**src/pkg/odt_params.svh**
```systemverilog
// Purpose: Named constants for the orientation and high-pass select block
// Assumes: mclk at 20 MHz
// Notes: Register offsets, field positions, reset values and timing
`ifndef ODT_PARAMS_SVH
`define ODT_PARAMS_SVH

// Register offsets
`define ODT_ADDR_HPF 8'h0f
`define ODT_ADDR_STATUS 8'h10
`define ODT_ADDR_CONFIG 8'h11
`define ODT_ADDR_COUNT 8'h12

// Status field positions
`define ODT_ST_CHANGED 7
`define ODT_ST_LOCKOUT 6
`define ODT_ST_QUAD_HI 2
`define ODT_ST_QUAD_LO 1
`define ODT_ST_FACING 0

// Config field positions
`define ODT_CF_COUNT_MODE 7
`define ODT_CF_ENABLE 6

// Cut-off select field positions
`define ODT_HP_BYPASS 5
`define ODT_HP_SMOOTH 4
`define ODT_HP_SEL_HI 1
`define ODT_HP_SEL_LO 0

// Reset values
`define ODT_RST_COUNT_MODE 1'b1
`define ODT_RST_ENABLE 1'b0
`define ODT_RST_HOLD 8'h00
`define ODT_RST_SEL 2'h0
`define ODT_RST_BYPASS 1'b0
`define ODT_RST_SMOOTH 1'b0

// Timing: shortest debounce step and clock period
`define ODT_STEP_BASE_NS 1250000
`define ODT_CLK_NS 50

`endif

```
**src/pkg/odt_pkg.sv**
```systemverilog
// Purpose: Types shared by the orientation and high-pass select block
// Assumes: Nothing beyond SystemVerilog packages
// Notes: Sample rates are listed fastest first
package odt_pkg;

    // Sample rate: 800, 400, 200, 100, 50, 12.5, 6.25, 1.56 Hz
    typedef logic [2:0] odt_rate_t;

    // Oversampling mode
    typedef enum logic [1:0] {
        ODT_OS_NORMAL = 2'h0,
        ODT_OS_QUIET = 2'h1,
        ODT_OS_HIRES = 2'h2,
        ODT_OS_LOWPWR = 2'h3
    } odt_osmode_e;

    // Orientation result as reported
    typedef struct packed {
        logic z_tilt_exceeded;
        logic [1:0] tilt_quadrant;
        logic facing_side;
    } odt_orient_s;

    // Register access strobes
    typedef struct packed {
        logic wr;
        logic rd;
        logic [7:0] addr;
        logic [7:0] wdata;
    } odt_reg_req_s;

    // Engine state, Gray along idle, first, track
    typedef enum logic [1:0] {
        ODT_IDLE = 2'b00,
        ODT_FIRST = 2'b01,
        ODT_TRACK = 2'b11
    } odt_state_e;

endpackage

```
**src/design/odt_orient.sv**
```systemverilog
// Purpose: Orientation status engine and high-pass cut-off selection
// Assumes: Register strobes come from the serial front end, one cycle each
// Notes: Debounce steps come from a divider on mclk, one pulse per step
`include "odt_params.svh"

// Operation
// - Bypass bit routes pulse data around filter
// - Smoothing bit enables pulse low-pass stage
// - High-res cut-off fixed per code
// - Normal cut-off halves with sample rate from 400 Hz to 50 Hz
// - Low-power cut-off halves per rate halving to 50 Hz
// - Status bit layout, bits 5:3 zero
// - Change flag on first detect and changes
// - Status read clears change flag
// - Quadrant encodes portrait and landscape
// - Facing side zero front, one back
// - Lockout bit reflects tilt trip
// - Fields keep updating while flag set
// - Hold result when axis exceeds 1.25g
// - Orientation fields zero at power-up
// - Detection runs only when enabled
// - Count mode decrements or clears counter
// - Eight-bit hold count, resets zero
// - Wake or sleep change clears counter
// - Step weight follows rate and mode
// - High-res step 2.5 ms, 1.25 ms at 800 Hz
// - Interrupt source follows flag and enable
module odt_orient
    import odt_pkg::*;
#(
    // Shortest debounce step in mclk cycles; shorten for simulation
    parameter int STEP_BASE_CYC = `ODT_STEP_BASE_NS / `ODT_CLK_NS
) (
    input wire logic mclk,
    input wire logic rst,
    input wire odt_reg_req_s reg_req,
    output logic [7:0] reg_rdata_ff,
    input wire odt_rate_t sample_rate,
    input wire odt_osmode_e os_mode,
    input wire logic active_mode,
    input wire logic sleep_mode,
    input wire odt_orient_s candidate,
    input wire logic over_limit,
    input wire logic orient_irq_enable,
    output logic orientation_irq_source_ff,
    output odt_orient_s orient_ff,
    output logic pulse_filter_bypass_ff,
    output logic pulse_smoothing_on_ff,
    output logic [3:0] hpf_cutoff_shift_ff
);

    // Software-written controls
    logic count_mode_ff; // Clear (1) or decrement (0) when candidate matches report
    logic orientation_on_ff; // Engine enable
    logic [7:0] orientation_hold_count_ff; // Steps a candidate must persist
    logic [1:0] cutoff_choice_ff; // High-pass cut-off code

    // Engine state
    odt_state_e state_ff;
    odt_state_e nxt_state;
    logic orientation_changed_ff;
    logic nxt_changed;
    logic [7:0] debounce_ff; // Internal debounce counter
    logic [7:0] nxt_debounce;
    odt_orient_s nxt_orient;
    logic sleep_prev_ff; // For wake/sleep edge detection
    logic wake_sleep_edge;

    // Step divider
    logic [23:0] step_cnt_ff;
    logic [23:0] step_len;
    logic step_tick;
    logic [2:0] step_shift;
    logic [3:0] cutoff_shift;

    // Register access decode
    logic rd_status;
    logic wr_config;
    logic wr_count;
    logic wr_hpf;

    assign rd_status = reg_req.rd && (reg_req.addr == `ODT_ADDR_STATUS);
    assign wr_config = reg_req.wr && (reg_req.addr == `ODT_ADDR_CONFIG);
    assign wr_count = reg_req.wr && (reg_req.addr == `ODT_ADDR_COUNT);
    assign wr_hpf = reg_req.wr && (reg_req.addr == `ODT_ADDR_HPF);

    // Rate and oversampling lookup
    odt_rate_table u_rate_table (
        .sample_rate(sample_rate),
        .os_mode(os_mode),
        .cutoff_choice(cutoff_choice_ff),
        .cutoff_shift(cutoff_shift),
        .step_shift(step_shift)
    );

    // Cut-off register, filter routing bits
    always_ff @(posedge mclk or posedge rst) begin
        if (rst) begin
            cutoff_choice_ff <= `ODT_RST_SEL;
            pulse_filter_bypass_ff <= `ODT_RST_BYPASS;
            pulse_smoothing_on_ff <= `ODT_RST_SMOOTH;
        end else if (wr_hpf) begin
            cutoff_choice_ff <= reg_req.wdata[`ODT_HP_SEL_HI:`ODT_HP_SEL_LO];
            pulse_filter_bypass_ff <= reg_req.wdata[`ODT_HP_BYPASS];
            pulse_smoothing_on_ff <= reg_req.wdata[`ODT_HP_SMOOTH];
        end
    end

    // Registered cut-off shift seen by the filter datapath
    always_ff @(posedge mclk or posedge rst) begin
        if (rst) begin
            hpf_cutoff_shift_ff <= 4'h0;
        end else begin
            hpf_cutoff_shift_ff <= cutoff_shift;
        end
    end

    // Orientation configuration register
    always_ff @(posedge mclk or posedge rst) begin
        if (rst) begin
            count_mode_ff <= `ODT_RST_COUNT_MODE;
            orientation_on_ff <= `ODT_RST_ENABLE;
        end else if (wr_config) begin
            count_mode_ff <= reg_req.wdata[`ODT_CF_COUNT_MODE];
            orientation_on_ff <= reg_req.wdata[`ODT_CF_ENABLE];
        end
    end

    // Debounce hold count register
    always_ff @(posedge mclk or posedge rst) begin
        if (rst) begin
            orientation_hold_count_ff <= `ODT_RST_HOLD;
        end else if (wr_count) begin
            orientation_hold_count_ff <= reg_req.wdata;
        end
    end

    // Step length: shortest step weighted by rate and mode
    // Shift rather than multiply keeps the divider to one adder
    assign step_len = 24'(STEP_BASE_CYC) << step_shift;
    assign step_tick = (step_cnt_ff >= step_len - 24'h1);

    // Step divider; restarts while the engine is idle so the first
    // step after enabling is a full one
    always_ff @(posedge mclk or posedge rst) begin
        if (rst) begin
            step_cnt_ff <= 24'h0;
        end else if (state_ff == ODT_IDLE || wake_sleep_edge) begin
            step_cnt_ff <= 24'h0;
        end else if (step_tick) begin
            step_cnt_ff <= 24'h0;
        end else begin
            step_cnt_ff <= step_cnt_ff + 24'h1;
        end
    end

    // Wake/sleep edge tracking
    always_ff @(posedge mclk or posedge rst) begin
        if (rst) begin
            sleep_prev_ff <= 1'b0;
        end else begin
            sleep_prev_ff <= sleep_mode;
        end
    end

    assign wake_sleep_edge = sleep_prev_ff ^ sleep_mode;

    // Engine state: idle while standby or disabled
    always_comb begin
        nxt_state = state_ff;
        unique case (state_ff)
            ODT_IDLE: begin
                // Leaving idle arms the first-detection flag
                if (active_mode && orientation_on_ff) begin
                    nxt_state = ODT_FIRST;
                end
            end
            ODT_FIRST: begin
                if (!active_mode || !orientation_on_ff) begin
                    nxt_state = ODT_IDLE;
                end else if (step_tick && !over_limit) begin
                    nxt_state = ODT_TRACK;
                end
            end
            ODT_TRACK: begin
                if (!active_mode || !orientation_on_ff) begin
                    nxt_state = ODT_IDLE;
                end
            end
            default: begin
                nxt_state = ODT_IDLE;
            end
        endcase
    end

    always_ff @(posedge mclk or posedge rst) begin
        if (rst) begin
            state_ff <= ODT_IDLE;
        end else begin
            state_ff <= nxt_state;
        end
    end

    // Debounce and result update
    // A candidate that differs from the report counts up once per
    // step; when it has persisted the hold count it is taken over
    always_comb begin
        nxt_debounce = debounce_ff;
        nxt_orient = orient_ff;
        nxt_changed = orientation_changed_ff;
        if (rd_status) begin
            nxt_changed = 1'b0;
        end
        if (wake_sleep_edge) begin
            nxt_debounce = 8'h0;
        end else if (state_ff == ODT_IDLE) begin
            nxt_debounce = 8'h0;
        end else if (step_tick && !over_limit) begin
            if (state_ff == ODT_FIRST) begin
                // First detection after going active always reports
                nxt_orient = candidate;
                nxt_changed = 1'b1;
                nxt_debounce = 8'h0;
            end else if (candidate != orient_ff) begin
                if (debounce_ff >= orientation_hold_count_ff) begin
                    // Fields update even with the flag still set
                    nxt_orient = candidate;
                    nxt_changed = 1'b1;
                    nxt_debounce = 8'h0;
                end else begin
                    nxt_debounce = debounce_ff + 8'h1;
                end
            end else if (count_mode_ff) begin
                nxt_debounce = 8'h0;
            end else if (debounce_ff != 8'h0) begin
                nxt_debounce = debounce_ff - 8'h1;
            end
        end
    end

    // Debounce counter
    always_ff @(posedge mclk or posedge rst) begin
        if (rst) begin
            debounce_ff <= 8'h0;
        end else begin
            debounce_ff <= nxt_debounce;
        end
    end

    // Reported orientation, all zero from reset
    always_ff @(posedge mclk or posedge rst) begin
        if (rst) begin
            orient_ff <= '0;
        end else begin
            orient_ff <= nxt_orient;
        end
    end

    // Change flag; a new change in the read cycle wins over the clear
    always_ff @(posedge mclk or posedge rst) begin
        if (rst) begin
            orientation_changed_ff <= 1'b0;
        end else begin
            orientation_changed_ff <= nxt_changed;
        end
    end

    // Interrupt source follows the flag, gated by its enable
    always_ff @(posedge mclk or posedge rst) begin
        if (rst) begin
            orientation_irq_source_ff <= 1'b0;
        end else begin
            orientation_irq_source_ff <= nxt_changed && orient_irq_enable;
        end
    end

    // Read data, registered; unmapped addresses read zero
    always_ff @(posedge mclk or posedge rst) begin
        if (rst) begin
            reg_rdata_ff <= 8'h0;
        end else if (reg_req.rd) begin
            reg_rdata_ff <= 8'h0;
            unique case (reg_req.addr)
                `ODT_ADDR_STATUS: begin
                    // Bits 5:3 stay zero
                    reg_rdata_ff[`ODT_ST_CHANGED] <= orientation_changed_ff;
                    reg_rdata_ff[`ODT_ST_LOCKOUT] <= orient_ff.z_tilt_exceeded;
                    reg_rdata_ff[`ODT_ST_QUAD_HI:`ODT_ST_QUAD_LO] <=
                        orient_ff.tilt_quadrant;
                    reg_rdata_ff[`ODT_ST_FACING] <= orient_ff.facing_side;
                end
                `ODT_ADDR_CONFIG: begin
                    reg_rdata_ff[`ODT_CF_COUNT_MODE] <= count_mode_ff;
                    reg_rdata_ff[`ODT_CF_ENABLE] <= orientation_on_ff;
                end
                `ODT_ADDR_COUNT: begin
                    reg_rdata_ff <= orientation_hold_count_ff;
                end
                `ODT_ADDR_HPF: begin
                    reg_rdata_ff[`ODT_HP_BYPASS] <= pulse_filter_bypass_ff;
                    reg_rdata_ff[`ODT_HP_SMOOTH] <= pulse_smoothing_on_ff;
                    reg_rdata_ff[`ODT_HP_SEL_HI:`ODT_HP_SEL_LO] <=
                        cutoff_choice_ff;
                end
                default: begin
                    reg_rdata_ff <= 8'h0;
                end
            endcase
        end
    end

endmodule

```
**src/design/odt_rate_table.sv**
```systemverilog
// Purpose: Maps sample rate, oversampling and cut-off code to shifts
// Assumes: Purely combinational, caller registers cutoff_shift only
// Notes: Cut-off is 16 Hz right-shifted; step is 1.25 ms left-shifted
module odt_rate_table
    import odt_pkg::*;
(
    input wire odt_rate_t sample_rate,
    input wire odt_osmode_e os_mode,
    input wire logic [1:0] cutoff_choice,
    output logic [3:0] cutoff_shift,
    output logic [2:0] step_shift
);

    logic [3:0] base_cut;

    // Base cut-off for code 00, then each code halves again
    always_comb begin
        base_cut = 4'h0;
        step_shift = 3'h0;
        unique case (os_mode)
            ODT_OS_HIRES: begin
                base_cut = 4'h0;
                step_shift = (sample_rate == 3'h0) ? 3'h0 : 3'h1;
            end
            ODT_OS_LOWPWR: begin
                // Halves per rate step to 50 Hz, then 0.25 Hz
                base_cut = (sample_rate > 3'h4) ? 4'h6 : {1'b0, sample_rate};
                // 80 ms at 12.5 Hz, 160 ms below
                if (sample_rate > 3'h5) begin
                    step_shift = 3'h7;
                end else if (sample_rate == 3'h5) begin
                    step_shift = 3'h6;
                end else begin
                    step_shift = sample_rate;
                end
            end
            default: begin
                // Normal and quiet share 800..50 Hz
                if (sample_rate < 3'h2) begin
                    base_cut = 4'h0;
                end else if (sample_rate < 3'h5) begin
                    base_cut = {1'b0, sample_rate} - 4'h1;
                end else begin
                    base_cut = (os_mode == ODT_OS_QUIET) ? 4'h5 : 4'h3;
                end
                if (sample_rate < 3'h5) begin
                    step_shift = sample_rate;
                end else begin
                    step_shift = (os_mode == ODT_OS_QUIET) ? 3'h6 : 3'h4;
                end
            end
        endcase
        cutoff_shift = base_cut + {2'h0, cutoff_choice};
    end

endmodule

```
**config.mk**
```make
export PLATFORM = sky130hd
export DESIGN_NAME = odt_orient
export DESIGN_NICKNAME = d
export VERILOG_FILES = /design/src/pkg/odt_pkg.sv /design/src/design/odt_orient.sv /design/src/design/odt_rate_table.sv
export VERILOG_INCLUDE_DIRS = /design/src /design/src/pkg
export SDC_FILE = /design/constraint.sdc
export NUM_CORES = 1
export LEC_CHECK = 0
export ABC_AREA = 1
export BUFFER_PORTS_ARGS = -buffer_cell sky130_fd_sc_hd__clkbuf_2
export CAP_MARGIN = 20
export CORE_AREA = 3 3 131 133
export CTS_BUF_LIST = sky130_fd_sc_hd__clkbuf_4
export CTS_CLUSTER_SIZE = 10
export DETAILED_ROUTE_END_ITERATION = 8
export DIE_AREA = 0 0 134 136
export GPL_ROUTABILITY_DRIVEN = 1
export HOLD_SLACK_MARGIN = 0.02
export SLEW_MARGIN = 15
export SYNTH_ARGS = -nofsm -noshare
export SYNTH_HDL_FRONTEND = slang
export SYNTH_SLANG_ARGS = --single-unit
export TNS_END_PERCENT = 100
```
**constraint.sdc**
```tcl
create_clock -name mclk -period 2.2 [get_ports mclk]
set_input_delay 0.22 -clock mclk [delete_from_list [all_inputs] [get_ports mclk]]
set_output_delay 0.22 -clock mclk [all_outputs]
set_load 0.03 [all_outputs]
```
* Yosys cells after proc, flatten, opt, wreduce, memory -nomap -nowiden *
Cells that the tools add are included.
Widths: inputs -> output; s select.

operators by class
  add/subtract/negate cells = 6
  magnitude comparators = 6
  eq/ne operators = 14
  shift operators = 1
  mux-type cells = 41
  bitwise logic cells = 3
  reduce and logical (&&, ||, !) cells = 22

operator list
  cell                   number
  $mux 8                 8
  $mux 24                2
  $add 24x1->24 const B  1
  $eq 8x5->1 const B     3
  $ge 24x24->1           1
  $shl 15x3->24 const A  1
  $sub 24x1->24 const B  1
  $mux 4                 5
  $pmux 2 s3             3
  $mux 3                 5
  $mux 2                 5
  $mux 1                 9
  $add 8x1->8 const B    1
  $eq 8x4->1 const B     1
  $ge 8x8->1             1
  $pmux 4 s2             1
  $reduce_bool 8->1      1
  $sub 8x1->8 const B    1
  $logic_and 1x1->1      7
  $eq 2x2->1 const B     3
  $gt 3x3->1 const B     2
  $pmux 3 s2             1
  $reduce_bool 6->1      1
  $reduce_and 5->1       1
  other kinds (22)       28

word-level totals
  flip-flop bits (word level) = 67
  bits of input ports = 33
  output and inout port bits = 19
  word-level logic and storage cells = 110

* Depth between registers and ports, before layout *
  depth in word-level cells = 12
  depth in mapped cells = 27
  gate-level depth less buffers = 27

* Cells and area by module *
A second synthesis with hierarchy kept.

second synthesis, totals
  cells, all modules = 676
  area, all modules = 5053.6 µm²

modules (own cells, without submodules)
  module          times used  cells each  area an instance (µm²)  sequential area each (µm²)
  odt_orient      1           628         4757.1                  1677.9
  odt_rate_table  1           48          296.5                   0.0

* Least setup slack after synthesis *
OpenSTA, ideal clock, no wires.

  path type = input -> register
  from = input sample_rate[1]
  to = register debounce_ff[5]
  setup time = 118 ps
  arrival = 3106 ps
  data required time = 2082 ps
  path slack = -1024 ps
  stages = 25
  path buffers = 0
  cell sequence = nor2_1 -> nor2_1 -> o21ai_0 -> nand2_1 -> o21ai_0 -> inv_1 -> ha_1 -> inv_1 -> nor2_1 -> inv_1 -> ha_1 -> nand2_1 -> xor2_1 -> ha_1 -> nand2_1 -> nor2_1 -> nand2_1 -> nor2_1 -> nand2_1 -> nand3_1 -> nand2_2 -> nand2_2 -> nand2_4 -> nand2_1 -> nand2_1

on the way
  cells in the longest elaborated chain, start to end = 10
  elaborated cells between the ends (all ways) = 15
  those cells by class = 1 x add/sub; 3 x order compare; 1 x eq/ne; 1 x shift; 5 x mux; 4 x reduce/logical

RTL lines
  item                                                                RTL line              text
  from (decl)                                                         odt_orient.sv:38      input wire odt_rate_t sample_rate,
  parallel branches: the longest is 3 deep, another holds $lt 3x3->1  n/a
  $pmux 3 s2 *                                                        odt_rate_table.sv:20  unique case (os_mode)
  $shl 15x3->24 *                                                     odt_orient.sv:140     assign step_len = 24'(STEP_BASE_CYC) << step_shift;
  $sub 24x1->24 *                                                     odt_orient.sv:141     assign step_tick = (step_cnt_ff >= step_len - 24'h1);
  $ge 24x24->1 *                                                      odt_orient.sv:141
  $logic_and 1x1->1 *                                                 odt_orient.sv:218     end else if (step_tick && !over_limit) begin
  $reduce_bool 3->1 (no source line) *                                n/a
  $reduce_and 2->1 (no source line) *                                 n/a
  to (signal assigned)                                                odt_orient.sv:246     debounce_ff <= nxt_debounce;
  to (decl)                                                           odt_orient.sv:63      logic [7:0] debounce_ff;

Mark *: on every way between the ends.
A chain may end at the register's enable or synchronous reset.

* Worst setup path after layout *
  from = input sample_rate[1]
  to = register orientation_irq_source_ff

on the way
  cells in the longest elaborated chain, start to end = 12
  elaborated cells between the ends (all ways) = 17
  those cells by class = 1 x add/sub; 3 x order compare; 1 x eq/ne; 1 x shift; 8 x mux; 3 x reduce/logical

RTL lines
  item                                                                RTL line              text
  parallel branches: the longest is 3 deep, another holds $lt 3x3->1  n/a
  $pmux 3 s2 *                                                        odt_rate_table.sv:20
  $shl 15x3->24 *                                                     odt_orient.sv:140
  $sub 24x1->24 *                                                     odt_orient.sv:141
  $ge 24x24->1 *                                                      odt_orient.sv:141
  $logic_and 1x1->1 *                                                 odt_orient.sv:218
  $mux 1 *                                                            odt_orient.sv:218
  $mux 1 *                                                            odt_orient.sv:216     end else if (state_ff == ODT_IDLE) begin
  $mux 1 *                                                            odt_orient.sv:214     if (wake_sleep_edge) begin
  $logic_and 1x1->1 *                                                 odt_orient.sv:273     orientation_irq_source_ff <= nxt_changed && orient_irq_enable;
  to (signal assigned)                                                odt_orient.sv:273
  to (decl)                                                           odt_orient.sv:45      output logic orientation_irq_source_ff,

Marks and branches as above.

==> results.md <==
* Data required time at the worst endpoint at 2550 ps
* Worst-skew pair later-pin latency at 420 ps
* Arithmetic-cell share of the synthesized area counting full adders, half adders and majority gates at 11.80%
* Share of synthesized flip-flops with an asynchronous set or reset at between 90% and 100%
* HPWL Detailed at 9.334 mm
* Maximum single-stage delay on the critical path at 290 ps
* Final setup viols at 38
* Reg-to-reg slack, setup at around 220 ps
* CTS clock-pin slew for the worst setup and hold paths at between 100 and 150 ps
* Shortest clock period the worst path allows after layout at 2755 ps
* Critical Path End: orientation_irq_source_ff
* Pin slew with the least headroom to its limit at ~790 ps
* Initial core utilization at 30.33%
* Kind of cell adding the most delay to the critical path: simple AND/OR/NAND/NOR gates
* Highest net fanout along the worst path at 5
* Count of unique library cells instantiated by Yosys at 48
* Number of nets in the final layout at between 800 and 900
* Relative slew margins at 46.96%
* Total stage count of the critical path at 25
* H-Tree Level Count at 3
* Total die area at 18220 um^2
* Worst setup slack after layout at -554.9 ps
* Area added between synthesis and finish at 32.39%
* Detailed-route wire length per cell at 12.36 um
* Vias per std cell at 4.522
* Die width at 134 um
* Sw power at 0.8619 mW
* Residual DRC at 0
* IR Drop Worst-Case VDD at 0.2822 mV
* First-pass DRT Iterations at 4
* Type of the worst setup path: in -> reg
* Global-route wire length before repair at between 20 and 25 mm
* Number of placement rows at 46
* Worst R2R Start: step_cnt_ff[18]
* Post-synthesis instance area at 4836 um^2
* Internal power at 1.746 mW
* Path depth of the worst reg2reg path at 10
* Yosys Warn Count at 0
* Bufs and invs on worst path at 9
* Worst setup skew after layout at 22.18 ps
* Hold path startpoint: candidate[2]
* Clock Path Buffers at 2
* RR Endpoint: step_cnt_ff[15]
* Start point of the critical path: sample_rate[1]
* Cell Area, Placed at 5758 um^2
* Initial antenna violation count at 1
* Unrepaired setup endpoints after global routing: true
* Worst min-delay path category: in -> reg
* Sequential fraction of the synthesis area at 34.70%
* Port Buffers at 51
* Result of the run: finished, violations left
* Power Dens Cells at 407.3 nW/um^2
* Max Fclk at 0.3630 GHz
* Clock network power share at 30.5%
* Number of instances in the synthesized netlist at between 600 and 700
* Count of clock tree sinks at 67
* Most frequent standard cell in the layout excluding fill and tap cells: nand2_1
* Total wire length after detailed routing at 12.37 mm
* Leakage power of the design at 3.208 nW
* Die outline height at 136 um
* Layout cells sized above 1 at between 20% and 30%
* TritonCTS Buffers at 9
* Endpoint kind of the worst setup timing path: register
* Category of the worst setup path launch point: input port
* Mapped Nets at 739
* Main combinational cell family by area after synthesis: simple AND/OR/NAND/NOR gates
* Violations in the final reports: negative setup slack
* Number of register bits inferred by synthesis at 67
* Detailed router's first-iteration violation count at 239
* Switching power as a share of total power at 33.06%
* CTS tree: done
* Post-route clock period utilization at 125.2%
* Area fraction in compound gates after synthesis at 8.176%
* Overall fraction of global-route tracks in use at 14.11%
* Multiplexer share of the synthesized area at 0%
* Slowest cell on the critical path: o311ai_4
* Synthesized-area fraction occupied by xor and xnor cells at 3.622%
* Hold violation count in the final report at 0
* Arr. time, crit path at 3110 ps
* Number of enable flip-flop cells after synthesis at 0
* Number of pins exceeding their max-slew limit in the final report at 0
* IO Count at 52
* Sequential cell fraction of total power at 48.8%
* Pin count of the biggest net entering global routing at 68
* Routed via count at around 4500
* Basic-gate share of the synthesized area counting and, or, nand and nor cells at 33.14%
* Avg Synthesized Cell Area at 7.316 um^2
* Max-cap violations at 0
* Final design instance area without fill at 6402 um^2
* Leading cell types in the layout, fill and taps excluded: 177 x nand2_1, 81 x inv_1, 66 x dfrtp_1, 53 x nor2_1, 48 x clkbuf_2
* Dpl cells at 964
* Combinational Power Share at 20.8%
* Final instance count without filler cells at ~1000
* Most frequently used flop master after synthesis: dfrtp_1
* Total gr overflow at 0
* Placer congestion estimate at 0.8510
* Via count of the first global-routing pass at 4401
* Remaining antenna violation count after routing at 0
* Placeable core region at 15940 um^2
* Clock root buffer: clkbuf_4
* Dpl ws at -1156 ps
-- power by group through the flow --
| stage | Combinational (mW) | Clock, mW | Sequential, mW |
|---|---|---|---|
| global route | 0.610 | 0.872 | 1.28 |
| floorplan | 0.256 | 0 | 1.31 |
| detailed placement | 0.455 | 0 | 1.30 |
| global placement | 0.451 | 0 | 1.29 |
| CTS | 0.512 | 0.830 | 1.27 |
| finish | 0.542 | 0.795 | 1.27 |
-- Yosys cell counts, types with 4 or more instances --
library cell	count	area, um^2
o21ai_1	10	50.05
dfrtp_1	66	1652
ha_1	44	550.5
nor2_1	75	281.5
nand4_1	10	62.56
a31oi_1	4	25.02
nor4_1	4	25.02
xnor2_1	5	43.79
xor2_1	15	131.4
o21ai_0	24	120.1
buf_2	5	25.02
nor2_2	6	37.54
inv_2	6	22.52
nand3_1	38	190.2
nand2_1	185	694.4
inv_1	89	334.1
nand2_2	9	56.30
a21oi_1	18	90.09
nor3_1	8	40.04
-- routing by layer --
metal	GRT usage (%)	routed length, um	share of wire [%]
met2	24.23	6023	49
met5	0	0	0
met3	2.850	513	4.1
met1	17.96	5618	45
met4	4.171	216	1.7
-- what timing repair did --
action / CTS / global route
endpoints found under the setup margin: 38 / 38
pin swaps: 24 / 14
hold buffers: 9 / 0
buffers inserted: 3 / 6
gates resized for setup: 45 / 35
endpoints found under the hold margin: 74 / 0
gates cloned: 2 / 0
-- registers in the layout, indices dropped and copies added (netlist names) --
register,count
sleep_prev_ff,1
pulse_filter_bypass_ff,1
step_cnt_ff,24
orientation_on_ff,1
hpf_cutoff_shift_ff,4
debounce_ff,8
state_ff,2
count_mode_ff,1
orientation_changed_ff,1
orientation_irq_source_ff,1
pulse_smoothing_on_ff,1
reg_rdata_ff,8
orientation_hold_count_ff,8
orient_ff,4
cutoff_choice_ff,2
-- metrics by stage --
step	hold slack, ps	utilization, %	power [mW]	TNS (ps)
floorplan	251.4	-	1.569	-24800
global placement	329.5	36.12	1.746	-39190
detailed placement	331.2	36.12	1.751	-40260
CTS	23.14	38.94	2.613	-14220
global route	35.18	40.16	2.757	-26180
finish	45.41	40.16	2.607	-18620
-- worst min-delay path by stage --
stage | to | slack [ps] | cells past startpoint
floorplan | sleep_prev_ff | 250 | 0
global placement | debounce_ff[0] | 330 | 3
detailed placement | debounce_ff[0] | 330 | 3
CTS | orient_ff[3] | 20 | 3
global route | orientation_hold_count_ff[0] | 40 | 3
finish | orient_ff[2] | 50 | 3
-- cell families after synthesis --
family,Yosys count
xor+xnor,20
simple gates,354
buf+inv,105
other cells,1
compound gates,69
flops,67
fa+ha+maj,45
-- layout make-up --
type / instances / area (um^2)
tap: 216 / 270.3
antenna: 1 / 2.502
inverter: 97 / 387.9
clock buffer: 9 / 67.56
multi-input combinational: 491 / 3093
sequential: 67 / 1678
clock inverter: 7 / 60.06
fill: 1661 / 9540
timing repair buffer: 113 / 843.3
-- worst reg2reg max path: stages, from the launching register on --
cell	delay [ps]
dfrtp_1	450
ha_1	300
nand2_1	80
inv_1	40
nand2_1	60
a21oi_1	60
nor2_1	260
nand4_1	230
buf_6	230
buf_12	150
nor2_4	70
(Power assumes the default switching activity.)
